===== src/rtl/grc_pkg.sv =====
package grc_pkg;
    // synchroniser length for every pin sampled by the system clock
    localparam int SYNC_STAGES = 2;
    // legal range and default of the optional pipelines
    localparam int MAX_PIPE_DEPTH = 10;
    localparam int DEF_PIPE_DEPTH = 0;
    // speed indication codes from the mac
    localparam logic [1:0] SPEED_TEN = 2'h0;
    localparam logic [1:0] SPEED_HUNDRED = 2'h1;
    localparam logic [1:0] SPEED_GIG = 2'h2;
    // widths of the two sides
    localparam int BYTE_W = 8;
    localparam int NIBBLE_W = 4;
    // field positions of the in-band status nibble
    localparam int STAT_LINK_BIT = 0;
    localparam int STAT_SPEED_LSB = 1;
    localparam int STAT_DUPLEX_BIT = 3;
    // reset values
    localparam logic [3:0] NIBBLE_RST = 4'h0;
    localparam logic [7:0] BYTE_RST = 8'h00;
    localparam logic [1:0] SPEED_RST = 2'h0;
    // transmit reference clocks
    typedef enum logic [1:0] {
        REF_GIG,
        REF_HUNDRED,
        REF_TEN
    } grc_ref_t;
    // glitch-free clock switch states
    typedef enum logic [1:0] {
        SW_RUN,
        SW_PARK
    } grc_sw_t;
endpackage : grc_pkg


===== src/rtl/grc_converter.sv =====
`timescale 1ns/1ns
// Notes on behaviour
// - convert byte mac signalling to nibble ddr both ways
// - work at 10, 100 and 1000 Mbps
// - change line rate while running, no reset
// - transmit pipeline of 0 to 10 stages
// - receive pipeline of 0 to 10 stages
// - no internal clock-to-data skew added
// - take mac transmit clock, return transmit clock
// - drive receive clock to mac from phy clock
// - transmit: byte, enable, error in; nibble, ctl out
// - receive: nibble, ctl in; byte, valid, error out
// - drive collision and carrier sense to mac
// - transmit timing from mac clock or references
// - receive logic timed by phy receive clock
// - decode in-band link and duplex status for collision
module grc_converter
    import grc_pkg::*;
#(
    parameter int TX_PIPELINE_DEPTH = DEF_PIPE_DEPTH,
    parameter int RX_PIPELINE_DEPTH = DEF_PIPE_DEPTH
) (
    input wire logic i_mclk,
    input wire logic i_srst,
    input wire logic i_mac_tx_clock,
    input wire logic i_ref_clock_hundred_mbps,
    input wire logic i_ref_clock_ten_mbps,
    input wire logic i_mac_tx_rst_n,
    input wire logic i_mac_rx_rst_n,
    input wire logic [7:0] i_mac_txd,
    input wire logic i_mac_tx_en,
    input wire logic i_mac_tx_err,
    input wire logic [1:0] i_mac_speed,
    input wire logic i_rgmii_rx_clock,
    input wire logic [3:0] i_rgmii_rxd,
    input wire logic i_rgmii_rx_ctl,
    output logic o_mac_tx_clock_return,
    output logic o_mac_rx_clock,
    output logic [7:0] o_mac_rxd,
    output logic o_mac_rx_dv,
    output logic o_mac_rx_err,
    output logic o_mac_col,
    output logic o_mac_crs,
    output logic o_rgmii_tx_clock,
    output logic [3:0] o_rgmii_txd,
    output logic o_rgmii_tx_ctl
);
    // refuse pipeline depths beyond the documented range
    if (TX_PIPELINE_DEPTH > MAX_PIPE_DEPTH ||
        RX_PIPELINE_DEPTH > MAX_PIPE_DEPTH) begin : g_bad_param
        $error("pipeline depth above ten");
    end

    // all pins but the system clock and reset bundled for the two-flop synchroniser
    localparam int CTL_W = 13;
    localparam int DAT_W = BYTE_W + 2;
    localparam int RXB_W = BYTE_W + 2;

    logic [CTL_W-1:0] ctl_pins; // clocks, resets, speed, receive pins
    logic [CTL_W-1:0] ctl_meta; // first stage, read only by ctl_sync
    logic [CTL_W-1:0] ctl_sync; // safe copy
    logic [DAT_W-1:0] dat_pins; // transmit byte, enable, error
    logic [DAT_W-1:0] dat_meta; // first stage, read only by dat_sync
    logic [DAT_W-1:0] dat_sync; // safe copy

    assign ctl_pins = {i_mac_tx_clock, i_ref_clock_hundred_mbps,
                       i_ref_clock_ten_mbps, i_mac_tx_rst_n,
                       i_mac_rx_rst_n, i_mac_speed, i_rgmii_rx_clock,
                       i_rgmii_rxd, i_rgmii_rx_ctl};
    assign dat_pins = {i_mac_txd, i_mac_tx_en, i_mac_tx_err};

    // two flip-flops before any logic looks at a pin other than the system reset
    always_ff @(posedge i_mclk) begin
        if (i_srst) begin
            ctl_meta <= '0;
            ctl_sync <= '0;
            dat_meta <= '0;
            dat_sync <= '0;
        end else begin
            ctl_meta <= ctl_pins;
            ctl_sync <= ctl_meta;
            dat_meta <= dat_pins;
            dat_sync <= dat_meta;
        end
    end

    // named views of the synchronised pins
    logic gig_ref_lvl; // mac transmit clock, used at 1000 Mbps
    logic hun_ref_lvl; // 25 MHz reference
    logic ten_ref_lvl; // 2.5 MHz reference
    logic tx_rst; // transmit side held in reset
    logic rx_rst; // receive side held in reset
    logic [1:0] speed; // current line rate code
    logic rx_clk_lvl; // phy receive clock level
    logic [3:0] rx_nib; // receive nibble
    logic rx_ctl; // receive control line

    // separate domain resets from the mac, plus the system reset
    assign tx_rst = i_srst | ~ctl_sync[9];
    assign rx_rst = i_srst | ~ctl_sync[8];
    assign gig_ref_lvl = ctl_sync[12];
    assign hun_ref_lvl = ctl_sync[11];
    assign ten_ref_lvl = ctl_sync[10];
    assign speed = ctl_sync[7:6]; // driven by the mac
    assign rx_clk_lvl = ctl_sync[5];
    assign rx_nib = ctl_sync[4:1];
    assign rx_ctl = ctl_sync[0];

    // wanted reference for the current speed code
    grc_ref_t want_ref;

    always_comb begin
        case (speed)
            SPEED_GIG: want_ref = REF_GIG;
            SPEED_HUNDRED: want_ref = REF_HUNDRED;
            default: want_ref = REF_TEN; // ten and the unused code
        endcase
    end

    // level of any reference
    function automatic logic ref_level(input grc_ref_t r, input logic g,
                                       input logic h, input logic t);
        case (r)
            REF_GIG: ref_level = g;
            REF_HUNDRED: ref_level = h;
            default: ref_level = t;
        endcase
    endfunction : ref_level

    // clock switch: park low on the old source, resume on a low of the new
    grc_sw_t sw_state; // switch state
    grc_ref_t active_ref; // reference currently driving the clock
    logic act_lvl; // level of the active reference
    logic want_lvl; // level of the wanted reference

    assign act_lvl = ref_level(active_ref, gig_ref_lvl, hun_ref_lvl,
                               ten_ref_lvl);
    assign want_lvl = ref_level(want_ref, gig_ref_lvl, hun_ref_lvl,
                                ten_ref_lvl);

    // parking on a low of the old level and resuming on a low of the new keeps every pulse whole
    always_ff @(posedge i_mclk) begin
        if (tx_rst) begin
            sw_state <= SW_PARK;
            active_ref <= REF_TEN;
        end else begin
            case (sw_state)
                SW_RUN: begin
                    if (want_ref != active_ref && !act_lvl) begin
                        sw_state <= SW_PARK;
                    end
                end
                SW_PARK: begin
                    if (!want_lvl) begin
                        active_ref <= want_ref; // live change
                        sw_state <= SW_RUN;
                    end
                end
                default: sw_state <= SW_PARK;
            endcase
        end
    end

    // next transmit clock level; held low while parked
    logic next_tx_clock;
    logic tx_rise; // transmit clock goes high this cycle
    logic tx_fall; // transmit clock goes low this cycle

    assign next_tx_clock = (sw_state == SW_RUN) & act_lvl;
    assign tx_rise = next_tx_clock & ~o_rgmii_tx_clock;
    assign tx_fall = ~next_tx_clock & o_rgmii_tx_clock;

    // clock to the phy and the copy returned to the mac
    always_ff @(posedge i_mclk) begin
        if (tx_rst) begin
            o_rgmii_tx_clock <= 1'b0;
            o_mac_tx_clock_return <= 1'b0;
        end else begin
            o_rgmii_tx_clock <= next_tx_clock;
            o_mac_tx_clock_return <= next_tx_clock;
        end
    end

    // optional transmit pipeline between mac and output stage
    logic [DAT_W-1:0] tx_piped;

    grc_pipe #(
        .WIDTH(DAT_W),
        .DEPTH(TX_PIPELINE_DEPTH)
    ) u_tx_pipe (
        .i_mclk(i_mclk),
        .i_srst(tx_rst),
        .i_data(dat_sync),
        .o_data(tx_piped)
    );

    logic [3:0] tx_hi_nib; // nibble for the falling half
    logic tx_fall_ctl; // control value for the falling half
    logic tx_en_live; // transmit enable seen on the wire, for collisions

    // data moves on the same cycle as the clock edge: no added skew
    always_ff @(posedge i_mclk) begin
        if (tx_rst) begin
            o_rgmii_txd <= NIBBLE_RST;
            o_rgmii_tx_ctl <= 1'b0;
            tx_hi_nib <= NIBBLE_RST;
            tx_fall_ctl <= 1'b0;
            tx_en_live <= 1'b0;
        end else if (tx_rise) begin
            // low nibble and enable on the rising half
            o_rgmii_txd <= tx_piped[5:2];
            o_rgmii_tx_ctl <= tx_piped[1];
            tx_en_live <= tx_piped[1];
            tx_fall_ctl <= tx_piped[1] ^ tx_piped[0];
            if (active_ref == REF_GIG) begin
                tx_hi_nib <= tx_piped[9:6];
            end else begin
                // mii rates repeat the single nibble on both halves
                tx_hi_nib <= tx_piped[5:2];
            end
        end else if (tx_fall) begin
            // high nibble and enable xor error on the falling half
            o_rgmii_txd <= tx_hi_nib;
            o_rgmii_tx_ctl <= tx_fall_ctl;
        end
    end

    // receive edge detection on the phy clock
    logic rx_clk_prev; // last sampled receive clock level
    logic rx_rise; // receive clock rose
    logic rx_fall; // receive clock fell

    assign rx_rise = rx_clk_lvl & ~rx_clk_prev;
    assign rx_fall = ~rx_clk_lvl & rx_clk_prev;

    logic [3:0] rx_lo_nib; // nibble of the rising half
    logic rx_ctl_rise; // control of the rising half
    logic [RXB_W-1:0] rx_word; // byte, valid, error after the falling half
    logic [3:0] inband; // last in-band status nibble
    logic rx_carrier; // carrier seen on the line

    // pair the two halves of each receive clock into one byte; mii rates take only the rising-half nibble
    always_ff @(posedge i_mclk) begin
        if (rx_rst) begin
            rx_clk_prev <= 1'b0;
            rx_lo_nib <= NIBBLE_RST;
            rx_ctl_rise <= 1'b0;
            rx_word <= '0;
            inband <= NIBBLE_RST;
            rx_carrier <= 1'b0;
        end else begin
            rx_clk_prev <= rx_clk_lvl;
            if (rx_rise) begin
                rx_lo_nib <= rx_nib;
                rx_ctl_rise <= rx_ctl;
            end else if (rx_fall) begin
                // error is the xor of the two control halves
                rx_word[1] <= rx_ctl_rise;
                rx_word[0] <= rx_ctl_rise ^ rx_ctl;
                if (speed == SPEED_GIG) begin
                    rx_word[9:2] <= {rx_nib, rx_lo_nib};
                end else begin
                    rx_word[9:2] <= {NIBBLE_RST, rx_lo_nib};
                end
                // idle halves carry link state in the nibble
                if (!rx_ctl_rise && !rx_ctl) begin
                    inband <= rx_lo_nib;
                end
                // valid or an error-only halves mean carrier
                rx_carrier <= rx_ctl_rise | rx_ctl;
            end
        end
    end

    // optional receive pipeline toward the mac
    logic [RXB_W-1:0] rx_piped;

    grc_pipe #(
        .WIDTH(RXB_W),
        .DEPTH(RX_PIPELINE_DEPTH)
    ) u_rx_pipe (
        .i_mclk(i_mclk),
        .i_srst(rx_rst),
        .i_data(rx_word),
        .o_data(rx_piped)
    );

    // collision needs half duplex, carrier and own transmission
    logic half_duplex;

    assign half_duplex = inband[STAT_LINK_BIT] & ~inband[STAT_DUPLEX_BIT];

    // mac-facing receive outputs, all from flip-flops
    always_ff @(posedge i_mclk) begin
        if (rx_rst) begin
            o_mac_rxd <= BYTE_RST;
            o_mac_rx_dv <= 1'b0;
            o_mac_rx_err <= 1'b0;
            o_mac_crs <= 1'b0;
            o_mac_col <= 1'b0;
            o_mac_rx_clock <= 1'b0;
        end else begin
            o_mac_rxd <= rx_piped[9:2];
            o_mac_rx_dv <= rx_piped[1];
            o_mac_rx_err <= rx_piped[0];
            o_mac_crs <= rx_carrier | tx_en_live;
            o_mac_col <= rx_carrier & tx_en_live & half_duplex;
            o_mac_rx_clock <= rx_clk_lvl;
        end
    end
endmodule : grc_converter


===== src/rtl/grc_pipe.sv =====
`timescale 1ns/1ns
// delay line of DEPTH register stages; depth zero is a plain wire
module grc_pipe
    import grc_pkg::*;
#(
    parameter int WIDTH = BYTE_W,
    parameter int DEPTH = DEF_PIPE_DEPTH
) (
    input wire logic i_mclk,
    input wire logic i_srst,
    input wire logic [WIDTH-1:0] i_data,
    output logic [WIDTH-1:0] o_data
);
    // refuse depths the chain cannot build
    if (DEPTH < 0 || DEPTH > MAX_PIPE_DEPTH) begin : g_bad_depth
        $error("pipeline depth out of range");
    end

    // stage 0 is the input itself, stage DEPTH the output
    logic [WIDTH-1:0] stage [0:DEPTH];

    assign stage[0] = i_data;

    // one register per stage, cleared by reset
    for (genvar g = 0; g < DEPTH; g++) begin : g_stage
        always_ff @(posedge i_mclk) begin
            if (i_srst) begin
                stage[g+1] <= '0;
            end else begin
                stage[g+1] <= stage[g];
            end
        end
    end

    assign o_data = stage[DEPTH];
endmodule : grc_pipe


===== config.mk =====
export PLATFORM = sky130hd
export DESIGN_NAME = grc_converter
export DESIGN_NICKNAME = d
export VERILOG_FILES = /design/src/rtl/grc_pkg.sv /design/src/rtl/grc_converter.sv /design/src/rtl/grc_pipe.sv
export SDC_FILE = /design/constraint.sdc
export NUM_CORES = 1
export LEC_CHECK = 0
export BUFFER_PORTS_ARGS = -buffer_cell sky130_fd_sc_hd__buf_2
export CAP_MARGIN = 20
export CELL_PAD_IN_SITES_DETAIL_PLACEMENT = 0
export CELL_PAD_IN_SITES_GLOBAL_PLACEMENT = 1
export CORE_MARGIN = 2
export CORE_UTILIZATION = 43
export DETAILED_ROUTE_END_ITERATION = 10
export PLACE_DENSITY_LB_ADDON = 0.1
export SYNTH_ARGS = -nofsm -noshare
export SYNTH_HDL_FRONTEND = slang
export SYNTH_SLANG_ARGS = --single-unit

===== constraint.sdc =====
create_clock -name i_mclk -period 1.95 [get_ports i_mclk]
set_input_delay 0.39 -clock i_mclk [delete_from_list [all_inputs] [get_ports i_mclk]]
set_output_delay 0.39 -clock i_mclk [all_outputs]
set_load 0.01 [all_outputs]

==> metrics.cfg, run 1 <==
[final_layout]
mostFrequentLayoutCells = dfxtp_1 (92), buf_2 (44), nor2b_1 (26)
syn_to_final_growth_pct = 18.5
instances_no_fill = 435
diodes = 0
drive_gt1_frac = 0.206
nets = 364
filler_cell_count = 660
mostFrequentLayoutCell = dfxtp_1

[logic_synthesis]
ys_seq_elements = 92
yosys.area_share.simple = 0.215
synth.distinct_cells = 32
synth_fa_ha_area_frac = 0.0204
synth_mux_area_frac = 0.0534
synth_compound_area_frac = 0.0657
avgSynthCellArea_um2 = 10.6
yosys_warnings = 0
synthXorXnorAreaFrac = 0.00856
syn_area_um2 = 3070
synth_seq_area_share = 0.600
syn_inst = 290
synthesis.nets = 320
synth_top_family_by_area = simple AND/OR/NAND/NOR gates

[clock_network]
insertion_delay_ns = 0.34
clockBufferDepth = 2
cts_root_buf = clkbuf_8
tritoncts = built
clk_pin_slew_worst_paths_ns = 0.09
cts_made_buffers = 9
cts_sinks = 92
cts_hold_buf = 0
cts_setup_buffers = 0
htree_levels = 3

[sta]
tightestPinTransition_ns = 0.557
rsz0062_at_grt = no
clock.fmax_ghz = 0.561
period_minus_slack_ns = 1.78
maxSlewHeadroom = 0.628
setup_viol = 0
slew_violations = 0
finalSetupTns_ns = 0
fin_crit_sh = 0.914
hold_viol = 0
skew_ns = 0.00542
hold_ws_ns = 0.243

[drt]
ant_nets = 0
wire_per_inst_um = 10.3
dr.pass1.iters = 4
vias = 1853
drt_iter0_markers = 43
drt-vias-per-instance = 4.26
drc = 0
drt-total-wl_mm = 4.49

[floorplanning]
die_area_um2 = 7830
core_area_um2 = 6830
pin_count = 45
row_count = 30
start_util = 0.449
die_h_um = 88.5
fp.dieW_um = 88.5

[hold_path]
whs_path_depth = 2
hp-class = input port to flop
hold_path_end = dat_meta[9]
holdCritStartpoint = i_mac_txd[7]

[pwr]
p_per_area_nw_per_um2 = 1010
p_sw_frac = 0.186
finalPower_mw = 3.68
ir_worst_vdd_mv = 0.429
power.share.combinational = 0.030
switchingPower_mw = 0.684
clkPwrFrac = 0.444
p_int_mw = 3.00
leakage_nw = 1.53
seq_power_share = 0.526

[place]
numPortBuffers = 44
dp_cells = 419
dpl.hpwl_mm = 3.15
gp_congestion = 0.735

[global_routing]
grt_max_degree = 33
grt_first_pass_wirelength_mm = 7.54
grt_pass1_vias = 1584
grt-ovfl-total = 0
track_usage = 0.126
antenna_found_initial = 0

[setup_path]
crit_arrival_ns = 1.99
r2r-start = active_ref[1]
reg2reg_to = o_rgmii_txd[3]
critPathKind = flop to flop
reg2regPathDepth = 6
crit_path_end_kind = flop
start_kind = flop
critPathRequiredTime_ns = 2.16
reg2reg_setup_slack_ns = 0.17
path_max_fanout = 13

[run_status]
status = completed

[flow_run]
max_cap_viol_count = 0

-- routing by layer --
layer,vias up,part of all wire,track usage
met3,8,0.046,0.0308
met2,47,0.38,0.164
li1,1019,-,-
met4,0,0.016,0.0702
met1,779,0.55,0.188
met5,-,0,0
-- cell families after synthesis --
group / after synthesis
buffers and inverters: 23
multiplexers: 16
adder cells (fa/ha/maj): 5
XOR/XNOR: 3
AO/OA/AOI/OAI: 32
flip-flops: 92
AND/OR/NAND/NOR: 119
-- area by class of cell --
class	instances	area [um2]	area share
tap	96	120	0.0330
sequential	92	1840	0.507
inverter	7	26.3	0.00723
clock buffer	10	138	0.0379
timing repair buffer	49	258	0.0709
multi-input combinational	175	1120	0.307
clock inverter	6	135	0.0372
-- flip-flops by register name (all words and copies together) (netlist names), 8 cells and up --
| name | flops |
|---|---|
| o_mac_rxd | 8 |
| ctl_sync | 13 |
| dat_meta | 10 |
| dat_sync | 10 |
| ctl_meta | 13 |
| rx_word | 10 |
-- repair_timing --
action,4_1_cts,5_1_grt
gates resized for setup,0,1
hold endpoints to repair,0,0
endpoints found under the setup margin,0,1
-- cells in the mapped netlist --
library cell | instances | share of area
xnor2_1 | 1 | 0.0029
a21oi_1 | 14 | 0.023
buf_2 | 4 | 0.0065
and2_1 | 12 | 0.024
inv_1 | 7 | 0.0086
clkbuf_2 | 1 | 0.0016
buf_6 | 1 | 0.0037
a211o_1 | 1 | 0.0029
o31ai_1 | 1 | 0.0024
mux2_2 | 3 | 0.011
o21a_1 | 1 | 0.0024
nand3_1 | 6 | 0.0098
nand4b_1 | 1 | 0.0029
nor3_1 | 1 | 0.0016
nor2_1 | 20 | 0.024
nor2b_1 | 26 | 0.053
buf_4 | 3 | 0.0073
mux2i_1 | 13 | 0.042
a311oi_1 | 4 | 0.011
clkbuf_1 | 7 | 0.0086
nand2b_1 | 3 | 0.0061
a21boi_1 | 1 | 0.0024
and2b_1 | 25 | 0.061
a211oi_1 | 2 | 0.0049
ha_1 | 5 | 0.020
o21ai_0 | 6 | 0.0098
nand2_1 | 24 | 0.029
dfxtp_1 | 92 | 0.60
xor2_1 | 2 | 0.0057
nand3b_1 | 1 | 0.0024
a211oi_2 | 1 | 0.0041
a22oi_1 | 1 | 0.0024
-- power groups by stage --
stage	clock network (mW)	logic [mW]	registers (mW)
detailed placement	0	0.112	1.98
finish	1.63	0.110	1.94
global placement	0	0.111	1.98
CTS	1.68	0.112	1.94
global route	1.74	0.125	1.94
floorplan	0	0.0776	1.98
-- stage by stage --
stage / worst slack, ns / utilization / cell area [um2]
global placement: 0.240 / 0.492 / 3360
detailed placement: 0.147 / 0.492 / 3360
finish: 0.167 / 0.532 / 3640
floorplan: 0.219 / - / 3070
CTS: 0.129 / 0.532 / 3630
global route: 0.00841 / 0.532 / 3640
-- worst max-delay path by stage --
stage,slack [ns],to,startpoint,cells after the start
finish,0.17,o_rgmii_txd[3],active_ref[1],6
global route,0.008,o_rgmii_txd[3],active_ref[1],6
CTS,0.13,o_rgmii_txd[3],active_ref[1],6
detailed placement,0.15,o_rgmii_txd[3],active_ref[1],6
global placement,0.24,o_rgmii_txd[2],active_ref[1],6
floorplan,0.22,o_rgmii_txd[0],active_ref[0],8
-- critical path, cell delays in order, from the launching register on --
cell	delay [ns]
dfxtp_1	0.45
inv_1	0.10
a211oi_2	0.28
ha_2	0.28
buf_4	0.21
mux2i_1	0.23
a211oi_1	0.10
Note: power is estimated with default switching activity, not from simulation.
==> run 2, diff against run 1 <==
--- a/config.mk
+++ b/config.mk
@@ -18 +18,2 @@
 export SYNTH_SLANG_ARGS = --single-unit
+export TNS_END_PERCENT = 10
==> constraint.sdc (replaced) <==
create_clock -name i_mclk -period 1.95 [get_ports i_mclk]
set_input_delay 0.195 -clock i_mclk [delete_from_list [all_inputs] [get_ports i_mclk]]
set_output_delay 0.195 -clock i_mclk [all_outputs]
set_load 0.01 [all_outputs]
==> metrics.cfg, run 2 (same netlist as run 1, synthesis figures left out) <==
[run_status]
status = completed

[clock_network]
tritoncts = built
cts_setup_buffers = 0
cts_made_buffers = 9
clockBufferDepth = 2
cts_sinks = 92
htree_levels = 3
cts_root_buf = clkbuf_8
insertion_delay_ns = 0.35
clk_pin_slew_worst_paths_ns = 0.09

[global_routing]
grt-ovfl-total = 0
grt_pass1_vias = 1522
grt_max_degree = 33
grt_first_pass_wirelength_mm = 7.35
antenna_found_initial = 0
track_usage = 0.126

[place]
gp_congestion = 0.743
numPortBuffers = 44
post_dp_cell_area_um2 = 3350
dpl.hpwl_mm = 3.13
dp_cells = 418

[drt]
met1_length_mm = 2.50
highest_layer = met4
vias = 1847
drt-vias-per-instance = 4.26
drc = 0
met2WireLength_mm = 1.68
drt-total-wl_mm = 4.51
wire_per_inst_um = 10.4
wl_met3_um = 182
dr.pass1.iters = 4
drt_iter0_markers = 73
ant_nets = 0

[final_layout]
instances_no_fill = 434
mostFrequentLayoutCell = dfxtp_1
drive_gt1_frac = 0.204
nets = 363
fin_util = 0.526
mostFrequentLayoutCells = dfxtp_1 (92), buf_2 (44), nor2b_1 (26)
multi_input_area_um2 = 1120
diodes = 0
filler_cell_count = 661
syn_to_final_growth_pct = 17.0
seq_area_um2 = 1840
largestRegisters = ctl_meta x13, ctl_sync x13
final_area_um2 = 3590

[pwr]
p_sw_frac = 0.199
p_int_mw = 2.78
leakage_nw = 1.50
power.share.combinational = 0.031
ir_worst_vdd_mv = 0.435
switchingPower_mw = 0.689
finalPower_mw = 3.47
clkPwrFrac = 0.409
p_per_area_nw_per_um2 = 965
seq_power_share = 0.559

[sta]
slew_violations = 0
setup_viol = 0
tightestPinTransition_ns = 0.672
clock.fmax_ghz = 0.567
maxSlewHeadroom = 0.551
rsz0062_at_grt = no
skew_ns = 0.00544
finalSetupTns_ns = 0
period_minus_slack_ns = 1.76
hold_viol = 0
fin_crit_sh = 0.904

[floorplanning]
pin_count = 45
die_area_um2 = 7830
fp.dieW_um = 88.5
die_h_um = 88.5
row_count = 30
core_area_um2 = 6830
start_util = 0.449

[setup_path]
slowest_stage = dfxtp_1
cp.buffers_inverters = 2
crit_path_end_kind = flop
path_max_fanout = 13
cp_slowest_stage_delay_ns = 0.45
cp_top_family = flip-flops
critPathRequiredTime_ns = 2.17
crit_arrival_ns = 1.99
crit_chain = inv_1, a211oi_2, ha_2, buf_4, mux2i_1, a211oi_1
critPathKind = flop to flop
start_kind = flop

[flow_run]
max_cap_viol_count = 0

[hold_path]
hp-class = input port to flop

[run 2: final timing paths]
check / from / end / slack [ns] / cells past startpoint
worst min register to register: ctl_meta[1] / ctl_sync[1] / 0.43 / 1
worst min-delay path: i_mac_txd[3] / dat_meta[5] / 0.04 / 2
worst max register to register: active_ref[1] / o_rgmii_txd[3] / 0.19 / 6
worst max-delay path: active_ref[1] / o_rgmii_txd[3] / 0.19 / 6
[run 2: power groups by stage]
stage / combinational, mW / clock [mW] / sequential, mW
final: 0.108 / 1.42 / 1.94
after global routing: 0.123 / 1.53 / 1.94
after CTS: 0.111 / 1.46 / 1.94
after detailed placement: 0.110 / 0 / 1.98
after global placement: 0.110 / 0 / 1.98
after floorplan: 0.0776 / 0 / 1.98
[run 2: area by class of cell]
class,instances,area share
well taps,96,0.0334
clock inverters,5,0.0233
flip-flops and latches,92,0.513
clock buffers,11,0.0422
multi-input cells,175,0.311
repair buffers,48,0.0697
inverters,7,0.00732
[run 2: through the flow]
step                worst slack, ns  hold slack [ns]
floorplan                     0.219            0.320
global placement              0.240            0.399
detailed placement            0.179            0.403
CTS                           0.153           0.0187
global route                 0.0105           0.0292
finish                        0.187           0.0391
[run 2: worst reg2reg max path, stage by stage (launching register included)]
cell,delay [ns]
dfxtp_1,0.45
inv_1,0.10
a211oi_2,0.28
ha_2,0.29
buf_4,0.21
mux2i_1,0.22
a211oi_1,0.09
[run 2: repair_timing]
item                                    CTS  global route
hold buffers                              0             0
gates resized for setup                   0             1
endpoints found under the setup margin    0             2
[run 2: layer usage]
metal	global-route usage	vias up
met5	0	-
met4	0.0950	0
met3	0.0317	10
met2	0.152	42
met1	0.187	778
li1	-	1017
==> run 3, diff against run 2 <==
Settings changed: PLACE_DENSITY_LB_ADDON 0.1 to 0.25.
Clock period 1.95 ns to 1.72 ns, I/O delays scaled along.
==> metrics.cfg, run 3 (same netlist as run 1, synthesis figures left out) <==
[final_layout]
multi_input_area_um2 = 1140
fin_util = 0.525
largestRegisters = ctl_meta x13, ctl_sync x13
syn_to_final_growth_pct = 16.8
nets = 367
seq_area_um2 = 1840
mostFrequentLayoutCell = dfxtp_1
final_area_um2 = 3580
mostFrequentLayoutCells = dfxtp_1 (91), buf_2 (44), nor2b_1 (26)
filler_cell_count = 669
instances_no_fill = 438
diodes = 0
drive_gt1_frac = 0.208

[drt]
wire_per_inst_um = 10.4
drc = 0
drt-vias-per-instance = 4.30
met2WireLength_mm = 1.81
vias = 1883
ant_nets = 0
drt-total-wl_mm = 4.56
wl_met3_um = 206
dr.pass1.iters = 4
drt_iter0_markers = 73
highest_layer = met4
met1_length_mm = 2.42

[clock_network]
clk_pin_slew_worst_paths_ns = 0.08
clockBufferDepth = 2
cts_root_buf = clkbuf_8
cts_sinks = 92
insertion_delay_ns = 0.35
cts_made_buffers = 9
tritoncts = built
htree_levels = 3

[setup_path]
crit_path_end_kind = flop
critPathRequiredTime_ns = 1.94
path_max_fanout = 4
crit_arrival_ns = 1.82
critPathKind = flop to flop
start_kind = flop

[global_routing]
grt_pass1_vias = 1704
antenna_found_initial = 0
grt_max_degree = 31
grt_first_pass_wirelength_mm = 7.64
grt-ovfl-total = 0
track_usage = 0.131

[floorplanning]
fp.dieW_um = 88.5
pin_count = 45
die_area_um2 = 7830
die_h_um = 88.5
start_util = 0.449
core_area_um2 = 6830
row_count = 30

[place]
gp_congestion = 0.762
dp_cells = 420
numPortBuffers = 44
post_dp_cell_area_um2 = 3370
pre_cts_ws_ns = -0.0109
dpl.hpwl_mm = 3.19

[run_status]
status = completed

[pwr]
ir_worst_vdd_mv = 0.399
p_per_area_nw_per_um2 = 994
leakage_nw = 1.50
finalPower_mw = 3.56

[sta]
setup_viol = 0
slew_violations = 0
layout_setup_ws_ns = 0.119
tightestPinTransition_ns = 0.564
hold_viol = 0
period_minus_slack_ns = 1.60
rsz0062_at_grt = no
skew_ns = 0.0116
fin_crit_sh = 0.931
clock.fmax_ghz = 0.625
maxSlewHeadroom = 0.623

[flow_run]
max_cap_viol_count = 0

[hold_path]
hp-class = input port to flop

-- run 3: cell count changes in the layout (fill, tap and decap cells not counted), sizes merged --
cell,previous run,this run
buf,48,51
bufinv,2,0
clkbuf,11,12
clkinv,1,2
dlygate4sd3,0,1
-- run 3: worst max-delay path, cell delays in order (launching register included) --
cell and delay (ns):
dfxtp_2 0.34, nor2b_1 0.13, a211oi_2 0.19, buf_4 0.16
ha_4 0.17, mux2_4 0.31, mux2i_1 0.13, nor2_1 0.05
-- run 3: what timing repair did --
action                                 CTS  global route
pin swaps                                1             2
hold buffers                             1             0
resized for setup                        1             6
endpoints found under the hold margin    1             0
buffers inserted                         0             1
setup endpoints to repair                2            10
-- run 3: per-stage QoR --
step | TNS, ns | hold slack [ns]
2_1_floorplan | 0 | 0.297
3_3_place_gp | 0 | 0.379
3_5_place_dp | -0.0114 | 0.380
4_1_cts | 0 | 0.00145
5_1_grt | 0 | 0.00724
6_report | 0 | 0.0244
-- run 3: power breakdown --
group	internal (mW)	switching [mW]	leakage [nW]
Combinational	0.0721	0.0559	0.667
Clock	0.560	0.679	0.0824
Sequential	2.18	0.0182	0.751
-- run 3: area by class of cell --
| type | count | area share |
|---|---|---|
| flip-flops and latches | 92 | 0.514 |
| clock buffers | 12 | 0.0405 |
| inverters | 7 | 0.00733 |
| repair buffers | 52 | 0.0799 |
| multi-input cells | 175 | 0.318 |
| well taps | 96 | 0.0335 |
| clock inverters | 4 | 0.00698 |
-- run 3: layer usage --
metal | vias up | GRT usage
li1 | 1030 | -
met5 | - | 0
met2 | 37 | 0.180
met3 | 10 | 0.0373
met4 | 0 | 0.0950
met1 | 806 | 0.175
-- run 3: worst paths after layout --
path / startpoint / end / slack, ns / depth (start not counted)
setup / recovery: active_ref[1] / o_rgmii_txd[2] / 0.12 / 7
hold / removal: i_mac_txd[3] / dat_meta[5] / 0.02 / 2
setup reg to reg: active_ref[1] / o_rgmii_txd[2] / 0.12 / 7
hold reg to reg: ctl_meta[12] / ctl_sync[12] / 0.43 / 1
